--- config.mk ---
export PLATFORM = sky130hd
export DESIGN_NAME = srfc_commutator
export DESIGN_NICKNAME = d
export VERILOG_FILES = /design/src/shared/srfc_pkg.sv /design/src/design/srfc_mavg.sv /design/src/design/srfc_flux_int.sv /design/src/design/srfc_commutator.sv
export SDC_FILE = /design/constraint.sdc
export NUM_CORES = 2
export LEC_CHECK = 0
export BUFFER_PORTS_ARGS = -buffer_cell sky130_fd_sc_hd__buf_2
export CORE_MARGIN = 2
export CORE_UTILIZATION = 64
export CTS_BUF_LIST = sky130_fd_sc_hd__clkbuf_16
export DETAILED_ROUTE_END_ITERATION = 16
export PLACE_DENSITY = 0.88
export REMOVE_ABC_BUFFERS = 1
export SLEW_MARGIN = 0
export SYNTH_ARGS = -nofsm -noshare
export SYNTH_HDL_FRONTEND = slang
export SYNTH_SLANG_ARGS = --single-unit
--- constraint.sdc ---
create_clock -name core_clk -period 26 [get_ports core_clk]
set_input_delay 3.9 -clock core_clk [delete_from_list [all_inputs] [get_ports core_clk]]
set_output_delay 3.9 -clock core_clk [all_outputs]
set_load 0.02 [all_outputs]
--- src/shared/srfc_pkg.sv ---
// Constants, types and phase-role helpers for the sensorless flux commutation block.
// Assumes one 20 MHz core clock and one step per PWM period, marked by a centre strobe.
`default_nettype none
package srfc_pkg;
	localparam int ADC_W = 12;
	localparam logic [11:0] ADC_MID = 12'h800;
	localparam int CUR_W = 14;
	localparam int DUTY_W = 12;
	localparam logic [11:0] DUTY_ONE = 12'hfff;
	localparam int VOLT_W = 13;
	localparam int FLUX_W = 24;
	localparam int RES_W = 16;
	localparam int RES_FRAC = 8;
	localparam logic [15:0] RES_INIT = 16'h0100;
	// Resistance trim step of 0.1 percent, held as parts per million and as a Q20 factor.
	localparam int RES_STEP_PPM = 1000;
	localparam int RES_STEP_Q20 = ((2 ** 20) * RES_STEP_PPM) / 1000000;
	localparam int ANG_W = 8;
	localparam logic [10:0] ANGLE_BASE = 11'h040;
	localparam int ANG_CNT_W = 4;
	localparam logic [3:0] ANGLE_PERIOD = 4'hf;
	localparam logic signed [13:0] I_ZERO_THR = 14'sh0010;
	localparam int BUS_AVG_LOG2 = 3;
	localparam int ERR_AVG_LOG2 = 2;
	localparam logic [12:0] TEMP_OFFSET = 13'h0200;
	localparam int TEMP_SLOPE = 5;
	localparam logic [1:0] PH_A = 2'h0;
	localparam logic [1:0] PH_B = 2'h1;
	localparam logic [1:0] PH_C = 2'h2;

	typedef enum logic [1:0] {STEP_C, STEP_B, STEP_A} srfc_step_t;

	// Roles per step of the C, B, A sequence: active, discharging and unpowered reference.
	function automatic logic [1:0] srfc_act(input srfc_step_t s);
		return (s == STEP_C) ? PH_C : (s == STEP_B) ? PH_B : PH_A;
	endfunction : srfc_act

	function automatic logic [1:0] srfc_dis(input srfc_step_t s);
		return (s == STEP_C) ? PH_A : (s == STEP_B) ? PH_C : PH_B;
	endfunction : srfc_dis

	function automatic logic [1:0] srfc_ref(input srfc_step_t s);
		return (s == STEP_C) ? PH_B : (s == STEP_B) ? PH_A : PH_C;
	endfunction : srfc_ref

	function automatic srfc_step_t srfc_next(input srfc_step_t s);
		return (s == STEP_C) ? STEP_B : (s == STEP_B) ? STEP_A : STEP_C;
	endfunction : srfc_next
endpackage : srfc_pkg
`default_nettype wire

--- src/design/srfc_mavg.sv ---
// Moving average over the last 2**LOG2 accepted samples.
// Assumes samples arrive as single-cycle valid pulses; the average lags one cycle.
`timescale 1ns/1ns
`default_nettype none
module srfc_mavg #(
	parameter int W = 13,
	parameter int LOG2 = 3
) (
	input wire logic core_clk,
	input wire logic nrst,
	input wire logic in_valid,
	input wire logic signed [W-1:0] in_data,
	output logic signed [W-1:0] avg,
	output logic out_valid
);
	localparam int DEPTH = 2 ** LOG2;
	logic signed [W-1:0] mem_ff [DEPTH];
	logic signed [W+LOG2-1:0] sum_ff;
	logic signed [W+LOG2-1:0] nxt_sum;
	logic [LOG2-1:0] idx_ff;
	logic vld_ff;

	// Running sum swaps the oldest sample for the newest, so no adder tree is needed.
	always_comb
	begin
		nxt_sum = sum_ff + (W+LOG2)'(in_data) - (W+LOG2)'(mem_ff[idx_ff]);
	end

	always_ff @(posedge core_clk or negedge nrst)
	begin
		if (!nrst)
		begin
			for (int k = 0; k < DEPTH; k++)
				mem_ff[k] <= '0;
			sum_ff <= '0;
			idx_ff <= '0;
			vld_ff <= 1'b0;
		end
		else
		begin
			vld_ff <= in_valid;
			if (in_valid)
			begin
				mem_ff[idx_ff] <= in_data;
				sum_ff <= nxt_sum;
				idx_ff <= idx_ff + 1'b1;
			end
		end
	end

	assign avg = W'(sum_ff >>> LOG2);
	assign out_valid = vld_ff;
endmodule : srfc_mavg
`default_nettype wire

--- src/design/srfc_flux_int.sv ---
// Flux linkage integrator: each step adds the phase voltage less the resistive drop.
// Assumes volt, cur and res are stable in the step cycle; clear and load beat step.
`timescale 1ns/1ns
`default_nettype none
module srfc_flux_int #(
	parameter int FW = 24,
	parameter int CW = 14,
	parameter int UW = 13,
	parameter int RW = 16,
	parameter int RFRAC = 8
) (
	input wire logic core_clk,
	input wire logic nrst,
	input wire logic clear,
	input wire logic load,
	input wire logic signed [FW-1:0] load_val,
	input wire logic step,
	input wire logic signed [UW-1:0] volt,
	input wire logic signed [CW-1:0] cur,
	input wire logic [RW-1:0] res,
	output logic signed [FW-1:0] flux
);
	logic signed [FW-1:0] flux_ff;
	logic signed [FW-1:0] nxt_flux;
	logic signed [RW+CW:0] drop;

	// The resistance estimate enters every step, so a trimmed value acts at once.
	always_comb
	begin
		drop = $signed({1'b0, res}) * cur;
		nxt_flux = flux_ff;
		if (clear)
			nxt_flux = '0;
		else if (load)
			nxt_flux = load_val;
		else if (step)
			nxt_flux = flux_ff + FW'(volt) - FW'(drop >>> RFRAC);
	end

	always_ff @(posedge core_clk or negedge nrst)
	begin
		if (!nrst)
			flux_ff <= '0;
		else
			flux_ff <= nxt_flux;
	end

	assign flux = flux_ff;
endmodule : srfc_flux_int
`default_nettype wire

--- src/design/srfc_commutator.sv ---
// Sensorless commutation core of a three-phase reluctance drive, stepped at the PWM rate.
// Assumes ADC results on pins held stable around the PWM centre strobe from same-clock logic.
`timescale 1ns/1ns
`default_nettype none
module srfc_commutator
	import srfc_pkg::*;
#(
	parameter int BUS_LOG2 = BUS_AVG_LOG2,
	parameter int ERR_LOG2 = ERR_AVG_LOG2
) (
	input wire logic core_clk,
	input wire logic nrst,
	input wire logic run_en,
	input wire logic pwm_centre,
	input wire logic [11:0] duty_req,
	input wire logic [11:0] speed_in,
	input wire logic signed [13:0] i_demand,
	input wire logic [11:0] adc_ia,
	input wire logic [11:0] adc_ib,
	input wire logic [11:0] adc_ic,
	input wire logic [11:0] adc_bus,
	input wire logic [11:0] adc_temp,
	output logic [2:0] high_pwm_en,
	output logic [2:0] low_on,
	output logic [11:0] duty_out,
	output logic commutate,
	output logic signed [13:0] phase_current,
	output logic [11:0] phase_voltage,
	output logic [11:0] bus_voltage,
	output logic signed [23:0] flux_est,
	output logic signed [23:0] flux_ref,
	output logic [15:0] res_est,
	output logic [7:0] comm_angle,
	output logic signed [11:0] temp_celsius
);
	// Pin synchroniser pairs, one per converter channel: a, b, c, bus, temperature.
	logic [11:0] adc_s1_ff [5];
	logic [11:0] adc_s2_ff [5];

	srfc_step_t step_ff, nxt_step;
	logic run_ff, nxt_run;
	logic full_ff, nxt_full;
	logic dis_on_ff, nxt_dis_on;
	logic [ANG_CNT_W-1:0] ang_cnt_ff, nxt_ang_cnt;
	logic [ANG_W-1:0] angle_ff, nxt_angle;
	logic [RES_W-1:0] res_ff, nxt_res;
	logic [11:0] duty_ff, nxt_duty;
	logic [2:0] high_ff, nxt_high;
	logic [2:0] low_ff, nxt_low;
	logic commut_ff;
	logic signed [13:0] cur_ff, nxt_cur;
	logic [11:0] volt_ff, nxt_volt;
	logic [11:0] bus_ff;
	logic signed [23:0] fref_ff;
	logic signed [11:0] temp_ff, nxt_temp;

	logic tick, start, hit, commut_req, latch_req;
	logic signed [CUR_W-1:0] smp [3];
	logic signed [CUR_W-1:0] i_act, i_dis;
	logic signed [VOLT_W-1:0] bus_avg, volt_act, volt_dis;
	logic [23:0] u_prod;
	logic signed [FLUX_W-1:0] flux_act, flux_dis, fref_calc, err_avg;
	logic err_vld;
	logic signed [10:0] ang_sum;
	logic [RES_W+20:0] res_prod;
	logic [RES_W-1:0] res_delta;
	logic signed [12:0] temp_diff;

	// Two flip-flops on every converter pin before any logic reads it.
	always_ff @(posedge core_clk or negedge nrst)
	begin
		if (!nrst)
		begin
			for (int k = 0; k < 5; k++)
			begin
				adc_s1_ff[k] <= '0;
				adc_s2_ff[k] <= '0;
			end
		end
		else
		begin
			adc_s1_ff[0] <= adc_ia;
			adc_s1_ff[1] <= adc_ib;
			adc_s1_ff[2] <= adc_ic;
			adc_s1_ff[3] <= adc_bus;
			adc_s1_ff[4] <= adc_temp;
			for (int k = 0; k < 5; k++)
				adc_s2_ff[k] <= adc_s1_ff[k];
		end
	end

	// Bus voltage filter, fed once per PWM period at the same strobe as the currents.
	srfc_mavg #(.W(VOLT_W), .LOG2(BUS_LOG2)) u_bus_avg (
		.core_clk(core_clk),
		.nrst(nrst),
		.in_valid(tick),
		.in_data($signed({1'b0, adc_s2_ff[3]})),
		.avg(bus_avg),
		.out_valid()
	);

	// Flux error filter; only the averaged error may trim the resistance.
	srfc_mavg #(.W(FLUX_W), .LOG2(ERR_LOG2)) u_err_avg (
		.core_clk(core_clk),
		.nrst(nrst),
		.in_valid(latch_req),
		.in_data(flux_dis),
		.avg(err_avg),
		.out_valid(err_vld)
	);

	// Powered-phase integrator, zeroed at start and at every commutation.
	srfc_flux_int #(.FW(FLUX_W), .CW(CUR_W), .UW(VOLT_W), .RW(RES_W), .RFRAC(RES_FRAC)) u_act_int (
		.core_clk(core_clk),
		.nrst(nrst),
		.clear(start | commut_req),
		.load(1'b0),
		.load_val('0),
		.step(tick & run_ff),
		.volt(volt_act),
		.cur(i_act),
		.res(res_ff),
		.flux(flux_act)
	);

	// Discharge integrator takes over the flux of the phase just switched off.
	srfc_flux_int #(.FW(FLUX_W), .CW(CUR_W), .UW(VOLT_W), .RW(RES_W), .RFRAC(RES_FRAC)) u_dis_int (
		.core_clk(core_clk),
		.nrst(nrst),
		.clear(start),
		.load(commut_req),
		.load_val(flux_act),
		.step(tick & dis_on_ff),
		.volt(volt_dis),
		.cur(i_dis),
		.res(res_ff),
		.flux(flux_dis)
	);

	// Measurement front end: mid-scale offset, reference subtraction and sign fix.
	always_comb
	begin
		tick = pwm_centre;
		start = run_en & ~run_ff;
		for (int k = 0; k < 3; k++)
			smp[k] = $signed({2'b00, adc_s2_ff[k]}) - $signed({2'b00, ADC_MID});
		i_act = smp[srfc_ref(step_ff)] - smp[srfc_act(step_ff)];
		i_dis = smp[srfc_dis(step_ff)] - smp[srfc_ref(step_ff)];
		u_prod = duty_ff * bus_avg[11:0];
		volt_act = $signed({1'b0, u_prod[23:12]});
		volt_dis = -bus_avg;
		fref_calc = FLUX_W'(i_act * $signed({1'b0, angle_ff}));
		hit = (fref_calc > 0) && (flux_act >= fref_calc);
		commut_req = tick & run_ff & run_en & hit;
		latch_req = tick & dis_on_ff & (i_dis <= I_ZERO_THR);
		ang_sum = $signed(ANGLE_BASE) + $signed({3'b000, speed_in[11:4]})
			+ 11'(i_demand >>> 5) - $signed({5'b00000, bus_avg[11:6]});
		res_prod = res_ff * 21'(RES_STEP_Q20);
		res_delta = (res_prod[RES_W+19:20] == '0) ? 16'h0001 : res_prod[RES_W+19:20];
		temp_diff = $signed({1'b0, adc_s2_ff[4]}) - $signed(TEMP_OFFSET);
	end

	// Next state of the commutation sequencer, trims and output registers.
	always_comb
	begin
		nxt_run = run_en;
		nxt_step = step_ff;
		nxt_full = full_ff;
		nxt_dis_on = dis_on_ff;
		nxt_ang_cnt = ang_cnt_ff;
		nxt_angle = angle_ff;
		nxt_res = res_ff;
		nxt_cur = cur_ff;
		nxt_volt = volt_ff;
		nxt_temp = temp_ff;
		if (start)
		begin
			nxt_step = STEP_C;
			nxt_full = 1'b1;
			nxt_dis_on = 1'b0;
		end
		else if (commut_req)
		begin
			nxt_step = srfc_next(step_ff);
			nxt_full = 1'b1;
		end
		else if (tick && i_act > i_demand)
			nxt_full = 1'b0;
		// A commutation in the same period as a latch re-arms discharge tracking.
		if (commut_req)
			nxt_dis_on = 1'b1;
		else if (latch_req)
			nxt_dis_on = 1'b0;
		if (tick && run_ff)
		begin
			nxt_ang_cnt = ang_cnt_ff - 1'b1;
			if (ang_cnt_ff == '0)
			begin
				nxt_ang_cnt = ANGLE_PERIOD;
				nxt_angle = (ang_sum < 0) ? '0 : (ang_sum > 11'sd255) ? 8'hff : ang_sum[7:0];
			end
		end
		if (err_vld)
			nxt_res = (err_avg > 0) ? res_ff + res_delta : res_ff - res_delta;
		if (tick)
		begin
			nxt_cur = i_act;
			nxt_volt = u_prod[23:12];
			nxt_temp = 12'(temp_diff / TEMP_SLOPE);
		end
		nxt_duty = (!run_en) ? 12'h000 : nxt_full ? DUTY_ONE : duty_req;
		nxt_low = (run_en && !start) || start ? 3'(1 << srfc_act(nxt_step)) : 3'b000;
		nxt_low = run_en ? nxt_low : 3'b000;
		nxt_high = nxt_low;
	end

	always_ff @(posedge core_clk or negedge nrst)
	begin
		if (!nrst)
		begin
			run_ff <= 1'b0;
			step_ff <= STEP_C;
			full_ff <= 1'b0;
			dis_on_ff <= 1'b0;
			ang_cnt_ff <= '0;
			angle_ff <= ANGLE_BASE[7:0];
			res_ff <= RES_INIT;
			duty_ff <= '0;
			high_ff <= '0;
			low_ff <= '0;
			commut_ff <= 1'b0;
			cur_ff <= '0;
			volt_ff <= '0;
			bus_ff <= '0;
			fref_ff <= '0;
			temp_ff <= '0;
		end
		else
		begin
			run_ff <= nxt_run;
			step_ff <= nxt_step;
			full_ff <= nxt_full;
			dis_on_ff <= nxt_dis_on;
			ang_cnt_ff <= nxt_ang_cnt;
			angle_ff <= nxt_angle;
			res_ff <= nxt_res;
			duty_ff <= nxt_duty;
			high_ff <= nxt_high;
			low_ff <= nxt_low;
			commut_ff <= commut_req;
			cur_ff <= nxt_cur;
			volt_ff <= nxt_volt;
			bus_ff <= bus_avg[11:0];
			fref_ff <= fref_calc;
			temp_ff <= nxt_temp;
		end
	end

	assign high_pwm_en = high_ff;
	assign low_on = low_ff;
	assign duty_out = duty_ff;
	assign commutate = commut_ff;
	assign phase_current = cur_ff;
	assign phase_voltage = volt_ff;
	assign bus_voltage = bus_ff;
	assign flux_est = flux_act;
	assign flux_ref = fref_ff;
	assign res_est = res_ff;
	assign comm_angle = angle_ff;
	assign temp_celsius = temp_ff;
endmodule : srfc_commutator
`default_nettype wire

# --- Yosys cells after proc, flatten, opt, wreduce, memory -nomap -nowiden ---
# Cells that the tools add are included.
totals:
  in_bits: 102
  out_inout_bits: 141
  word_cells: 172
  ff_bits: 538
classes:
  mul: 5
  n_reduce_logical: 16
  div: 1
  n_eq_ne: 2
  mux: 53
  shift: 1
  magnitude_cmp: 14
  bitwise: 13
  n_addsub: 23
op_table:
  columns: ["operator", "n"]
  rows:
  - ["2-to-1 mux 24 bit", 8]
  - ["bitwise mux 104 bit", 1]
  - ["bitwise mux 96 bit", 1]
  - ["binary-select mux 14 bit (select 2 bit)", 3]
  - ["2-to-1 mux 14 bit", 6]
  - ["multiplier 17 x 14 -> 31 bit", 2]
  - ["adder 24 x 13 -> 24 bit", 2]
  - ["binary-select mux 24 bit (select 2 bit)", 1]
  - ["demux 24 bit (select 2 bit)", 1]
  - ["subtractor 24 x 23 -> 24 bit", 2]
  - ["binary-select mux 13 bit (select 3 bit)", 1]
  - ["demux 13 bit (select 3 bit)", 1]
  - ["2-to-1 mux 13 bit", 3]
  - ["subtractor 12 x 12 -> 13 bit, second input constant", 3]
  - ["divider 32 x 4 -> 32 bit, second input constant", 1]
  - ["subtractor 14 bit", 2]
  - ["adder 26 x 24 -> 26 bit", 1]
  - ["subtractor 26 x 24 -> 26 bit", 1]
  - [">= comparator 24 x 23 -> 1 bit", 1]
  - ["> comparator 24 x 1 -> 1 bit, second input constant", 1]
  - ["multiplier 12 x 12 -> 24 bit", 1]
  - ["multiplier 16 x 8 -> 24 bit, second input constant", 1]
  - ["2-to-1 mux 12 bit", 2]
  - ["> comparator 23 x 1 -> 1 bit, second input constant", 1]
  - ["other kinds (44)", 81]

# --- Longest topological paths before layout ---
depth:
  depth_word: 20
  depth_mapped: 53
  ltp_nobuf: 52

# --- Hierarchy ---
# Synthesis repeated with hierarchy kept, for this count alone.
unflattened:
  hier_cells: 6258
  area_unflattened_um2: 58504.9
modules_own_cells:
  columns: ["module", "cells_per_inst", "n_inst", "area_each_um2"]
  rows:
  - ["srfc_commutator", 2527, 1, 23368.7]
  - ["srfc_flux_int at u_act_int", 1209, 1, 10562.6]
  - ["srfc_flux_int at u_dis_int", 1163, 1, 10296.1]
  - ["srfc_mavg at u_err_avg", 805, 1, 7691.1]
  - ["srfc_mavg at u_bus_avg", 554, 1, 6586.3]

# --- Least setup slack after synthesis ---
# OpenSTA, ideal clock, no wires.
synth_path:
  path_kind: "reg2reg"
  start: "reg step_ff[0]"
  end: "reg u_dis_int.flux_ff[23], in the netlist u_dis_int.flux[23]"
  path_stages_with_launch: 50
  setup_ps: 137
  arrival_time_ps: 11591
  n_path_buf: 3
  t_required_ps: 25863
  slack_ps: 14272
  path_cell_list: "dfrtp_1 -> clkbuf_1 -> buf_1 -> mux2i_1 -> o21ai_0 -> fa_1 -> nand2_1 -> nand2_1 -> a21oi_1 -> o21ai_0 -> a21oi_1 -> o21ai_0 -> a21oi_1 -> o21bai_1 -> a21oi_1 -> nor2b_1 -> o31ai_1 -> clkbuf_1 -> [14 not listed] -> nor2b_1 -> nor2_1 -> nor2_1 -> nor2_1 -> xor2_1 -> fa_1 -> ha_1 -> or2_2 -> a21oi_1 -> a211oi_1 -> o31ai_1 -> o211ai_1 -> a31o_2 -> a21oi_1 -> xnor3_1 -> nor2_1 -> xnor2_1 -> a21oi_1"
synth_between:
  elab_chain_cells: 14
synth_lines:
  columns: ["item", "line", "text"]
  rows:
  - ["start: declaration", "srfc_commutator.sv:40", "srfc_step_t step_ff, nxt_step;"]
  - ["start signal: assignment", "srfc_commutator.sv:241", "step_ff <= nxt_step;"]
  - ["parallel branches: the longest is 14 deep, another holds multiplier 17 x 14 -> 31 bit", null, null]
  - ["end signal: assignment", "srfc_flux_int.sv:45", "flux_ff <= nxt_flux;"]
  - ["end: declaration", "srfc_flux_int.sv:23", "logic signed [FW-1:0] flux_ff;"]
# Several ways; the timed one is not identified. The select of a mux whose other input is x is not followed.
# A chain may end at the register's enable or synchronous reset.

# --- Worst setup path after layout ---
layout_path:
  start: "reg step_ff[0]"
  end: "reg u_act_int.flux_ff[23], in the netlist u_act_int.flux[23]"
layout_between:
  elab_chain_cells: 14
layout_lines:
  columns: ["item", "line", "text"]
  rows:
  - ["equality test 2 x 1 -> 1 bit", "srfc_pkg.sv:35, srfc_pkg.sv:43", null]
  - ["2-to-1 mux 2 bit or 2-to-1 mux 1 bit (tied branches)", "srfc_pkg.sv:43, srfc_pkg.sv:35", null]
  - ["2-to-1 mux 2 bit, on equally long branches", "srfc_pkg.sv:43, srfc_pkg.sv:35", null]
  - ["inverter 2 -> 3 bit (not written as such)", "srfc_commutator.sv:147", "i_act = smp[srfc_ref(step_ff)] - smp[srfc_act(step_ff)];"]
  - ["binary-select mux 14 bit (select 2 bit)", "srfc_commutator.sv:147", null]
  - ["2-to-1 mux 14 bit (not written as such) (2 in series)", "srfc_commutator.sv:147", null]
  - ["subtractor 14 bit *", "srfc_commutator.sv:147", null]
  - ["multiplier 14 x 9 -> 23 bit", "srfc_commutator.sv:152", "fref_calc = FLUX_W'(i_act * $signed({1'b0, angle_ff}));"]
  - [">= comparator 24 x 23 -> 1 bit or > comparator 23 x 1 -> 1 bit (tied branches)", "srfc_commutator.sv:153", "hit = (fref_calc > 0) && (flux_act >= fref_calc);"]
  - ["logical AND 1 bit", "srfc_commutator.sv:153", null]
  - ["AND 1 bit", "srfc_commutator.sv:154", "commut_req = tick & run_ff & run_en & hit;"]
  - ["OR 1 bit", "srfc_commutator.sv:116", ".clear(start | commut_req),"]
  - ["2-to-1 mux 24 bit or nonzero test 2 bit (tied branches)", null, null]
  - ["end signal: assignment", "srfc_flux_int.sv:45", null]
  - ["end: declaration", "srfc_flux_int.sv:23", null]
# Every way passes the cells marked *; elsewhere a longest branch is shown, timed or not. The select of a mux whose other input is x is not followed.

==> results by group <==
Clock network
  • Post-CTS sizing: 0
  • Clk Latency, worst-skew pair: 690 ps
  • CTS tree: done
  • Sink Count: 530
  • # hold bufs at CTS: 0
  • Clk slew on worst S/H paths: 60 ps
  • Num CTS Buffers: 55
  • Post-CTS Setup Bufs: 0
  • Root buffer cell: clkbuf_16
  • H-tree levels: 2
  • Clock Path Buffers: 3

Logic synthesis
  • Seq/Total Area, Yosys: 24.1%
  • Post-Syn Instances: 5704
  • Asr flop ratio synth: 100%
  • Synth warn: 0
  • Top_reg_cell synth: dfrtp_1
  • Register bit total from synthesis: 530
  • Most frequent cell after synthesis: inv_1
  • Synth top area share: 24.0%
  • Post-synth top cells: 979 x inv_1, 633 x nand2_1, 610 x fa_1
  • Area contributors post-synth: dfrtp_1 24%, fa_1 22%, ha_1 13%, inv_1 6.7%, nand2_1 4.3%
  • Number of synthesized flops with an enable pin: 0
  • Synth unique cells: 103
  • Top cell type by total area after synthesis: dfrtp_1
  • Synth Cell Area: 55200 um^2
  • Mean Syn Cell Area: 9.67 um^2

Global route
  • Largest net degree at the start of global routing: 93
  • Number of global-route vias before repair: 46300
  • Initial antenna violation count: 4
  • Total GRT Usage: 33.8%
  • First-pass GRT wire length: 239000 um
  • GR Overflow Total: 0

Routing
  • Post-route ant nets: 0
  • DRC Markers: 0
  • Routed vias: 43000
  • Wire per inst: 20.9 um
  • Final wirelength: 147000 um
  • DRT Pass-1 Iters: 6
  • Vias/cell: 6.12
  • Iter 0 DRT Violations: 3548

Placed design
  • I/O Buffers: 238
  • HPWL after detailed placement: 105000 um
  • GP Congestion: 0.926

STA
  • Slew Limit Fails: 0
  • Tmin final: 13570 ps
  • Worst-margin pin slew: 1350 ps
  • Fin Setup TNS: 0 ps
  • Rel. slew slack: 9.68%
  • Hold Vio Cnt, Final: 0
  • Highest clock rate: 0.0737 GHz
  • Fin crit share: 52.2%
  • Unrepaired setup endpoints after global routing: no
  • # setup viols final: 0
  • Final Skew: 58.4 ps

Setup path
  • Critical path's top delay family: compound AO/OA/AOI/OAI gates
  • WP data required: 26580 ps
  • Critical Path Source Type: flop
  • Crit-path max FO: 39
  • CP Capture Type: flop
  • Critical Path AT: 14150 ps
  • Max incr delay on CP: 730 ps
  • CP bufs+invs: 8
  • Critical Path Most Common Cell: fa_1
  • CP Class: reg2reg
  • Worst path slowest cell: a2111oi_0

Floorplan
  • Die Y: 298 um
  • Die W: 298 um
  • Top-Level Pins: 243
  • Core area: 85300 um^2
  • Full die area: 88500 um^2
  • Row count: 107
  • Initial Util: 64.7%

Worst hold path
  • HP Class: reg2reg

Status
  • Status: completed

Flow run
  • Max-cap viol count: 0

Final layout
  • Area Growth Syn to Fin: 7.52%
  • # diodes: 0
  • Total Nets Final: 7117
  • Layout cells sized above 1: 12.1%
  • Fill cells: 5659
worst register-to-register path: cells and delay by family, from the launching register on:
kind            cells  cell delay (ps)
fa+ha+maj          11             4870
compound gates     19             5010
flops               1              340
xor+xnor            3              790
mux                 1              330
buf+inv             8             1370
simple gates        7              820
worst paths after layout:
kind	from	end	slack (ps)	cells past startpoint
hold reg to reg	adc_s1_ff[5]	adc_s2_ff[5]	350	0
hold / removal	adc_s1_ff[5]	adc_s2_ff[5]	350	0
setup reg to reg	step_ff[0]	u_act_int.flux[23]	12430	49
setup / recovery	step_ff[0]	u_act_int.flux[23]	12430	49
min in group asynchronous	nrst	res_est[11]	3270	1
max in group asynchronous	nrst	adc_s1_ff[10]	19460	4
state kept, by name (all words and copies together), names as in the netlist, 3 cells and up:
register          cells
comm_angle            8
phase_current        14
u_bus_avg.sum_ff     16
u_dis_int.flux       24
flux_ref             23
u_act_int.flux       24
u_bus_avg.idx_ff      3
low_on                3
u_err_avg.sum_ff     26
res_est              16
u_err_avg.mem_ff     96
temp_celsius         12
duty_out             12
adc_s2_ff            60
ang_cnt_ff            4
adc_s1_ff            60
u_bus_avg.mem_ff     96
phase_voltage        12
bus_voltage          12
layout by cell type, fill, tap and decap left out, types with 55 or more instances in the layout:
cell and count:
mux2_2 184, a21o_1 59, nor2b_1 56, o21ai_0 239, and2_1 263, buf_4 64
nor3_1 63, nor2_1 223, fa_1 610, xnor2_1 141, clkbuf_16 55, dfrtp_1 526
a21oi_1 192, nand2_1 633, ha_1 577, inv_1 984, buf_2 236, xor2_1 79
kinds of logic (layout without fill, tap and decap cells):
group	Yosys count	count (layout)	synth area share [%]
AOI/OAI and AO/OA	780	780	9.03
xor gates and xnor gates	234	234	3.74
adders and majority gates	1188	1188	35.2
buffers and inverters	1214	1382	8.38
DFF	530	530	24.1
muxes	281	281	6.63
and+or+nand+nor	1477	1477	12.9
final cells by class:
type	count	area (um^2)	area share [%]
clock buffers	55	1380	2.32
clock inverters	46	459	0.774
inverters	980	3680	6.20
multi-input cells	3960	37400	63.1
flip-flops and latches	530	13300	22.4
well taps	1144	1430	2.41
repair buffers	301	1680	2.83
routing by layer:
layer  up-vias  wire length, um  track usage [%]
met4         2             9800             19.9
li1      18600                -                -
met3       743            14100             6.87
met2      2371            70000             55.5
met1     21200            52800             41.5
met5         -               17                0
per-stage QoR:
| step | hold WS, ps | cell area, um^2 | instances | utilization [%] | worst slack [ps] |
|---|---|---|---|---|---|
| floorplan | 331 | 54200 | 5470 | - | 13350 |
| global placement | 332 | 57500 | 6915 | 67.4 | 13250 |
| detailed placement | 335 | 57500 | 6915 | 67.4 | 12980 |
| CTS | 348 | 59300 | 7016 | 69.5 | 12730 |
| global route | 355 | 59300 | 7016 | 69.5 | 11860 |
| finish | 346 | 59300 | 7016 | 69.5 | 12430 |
Power is left out: the tool's default activity adds up to more than one toggle a clock period on the data nets, which glitch-free logic cannot reach.
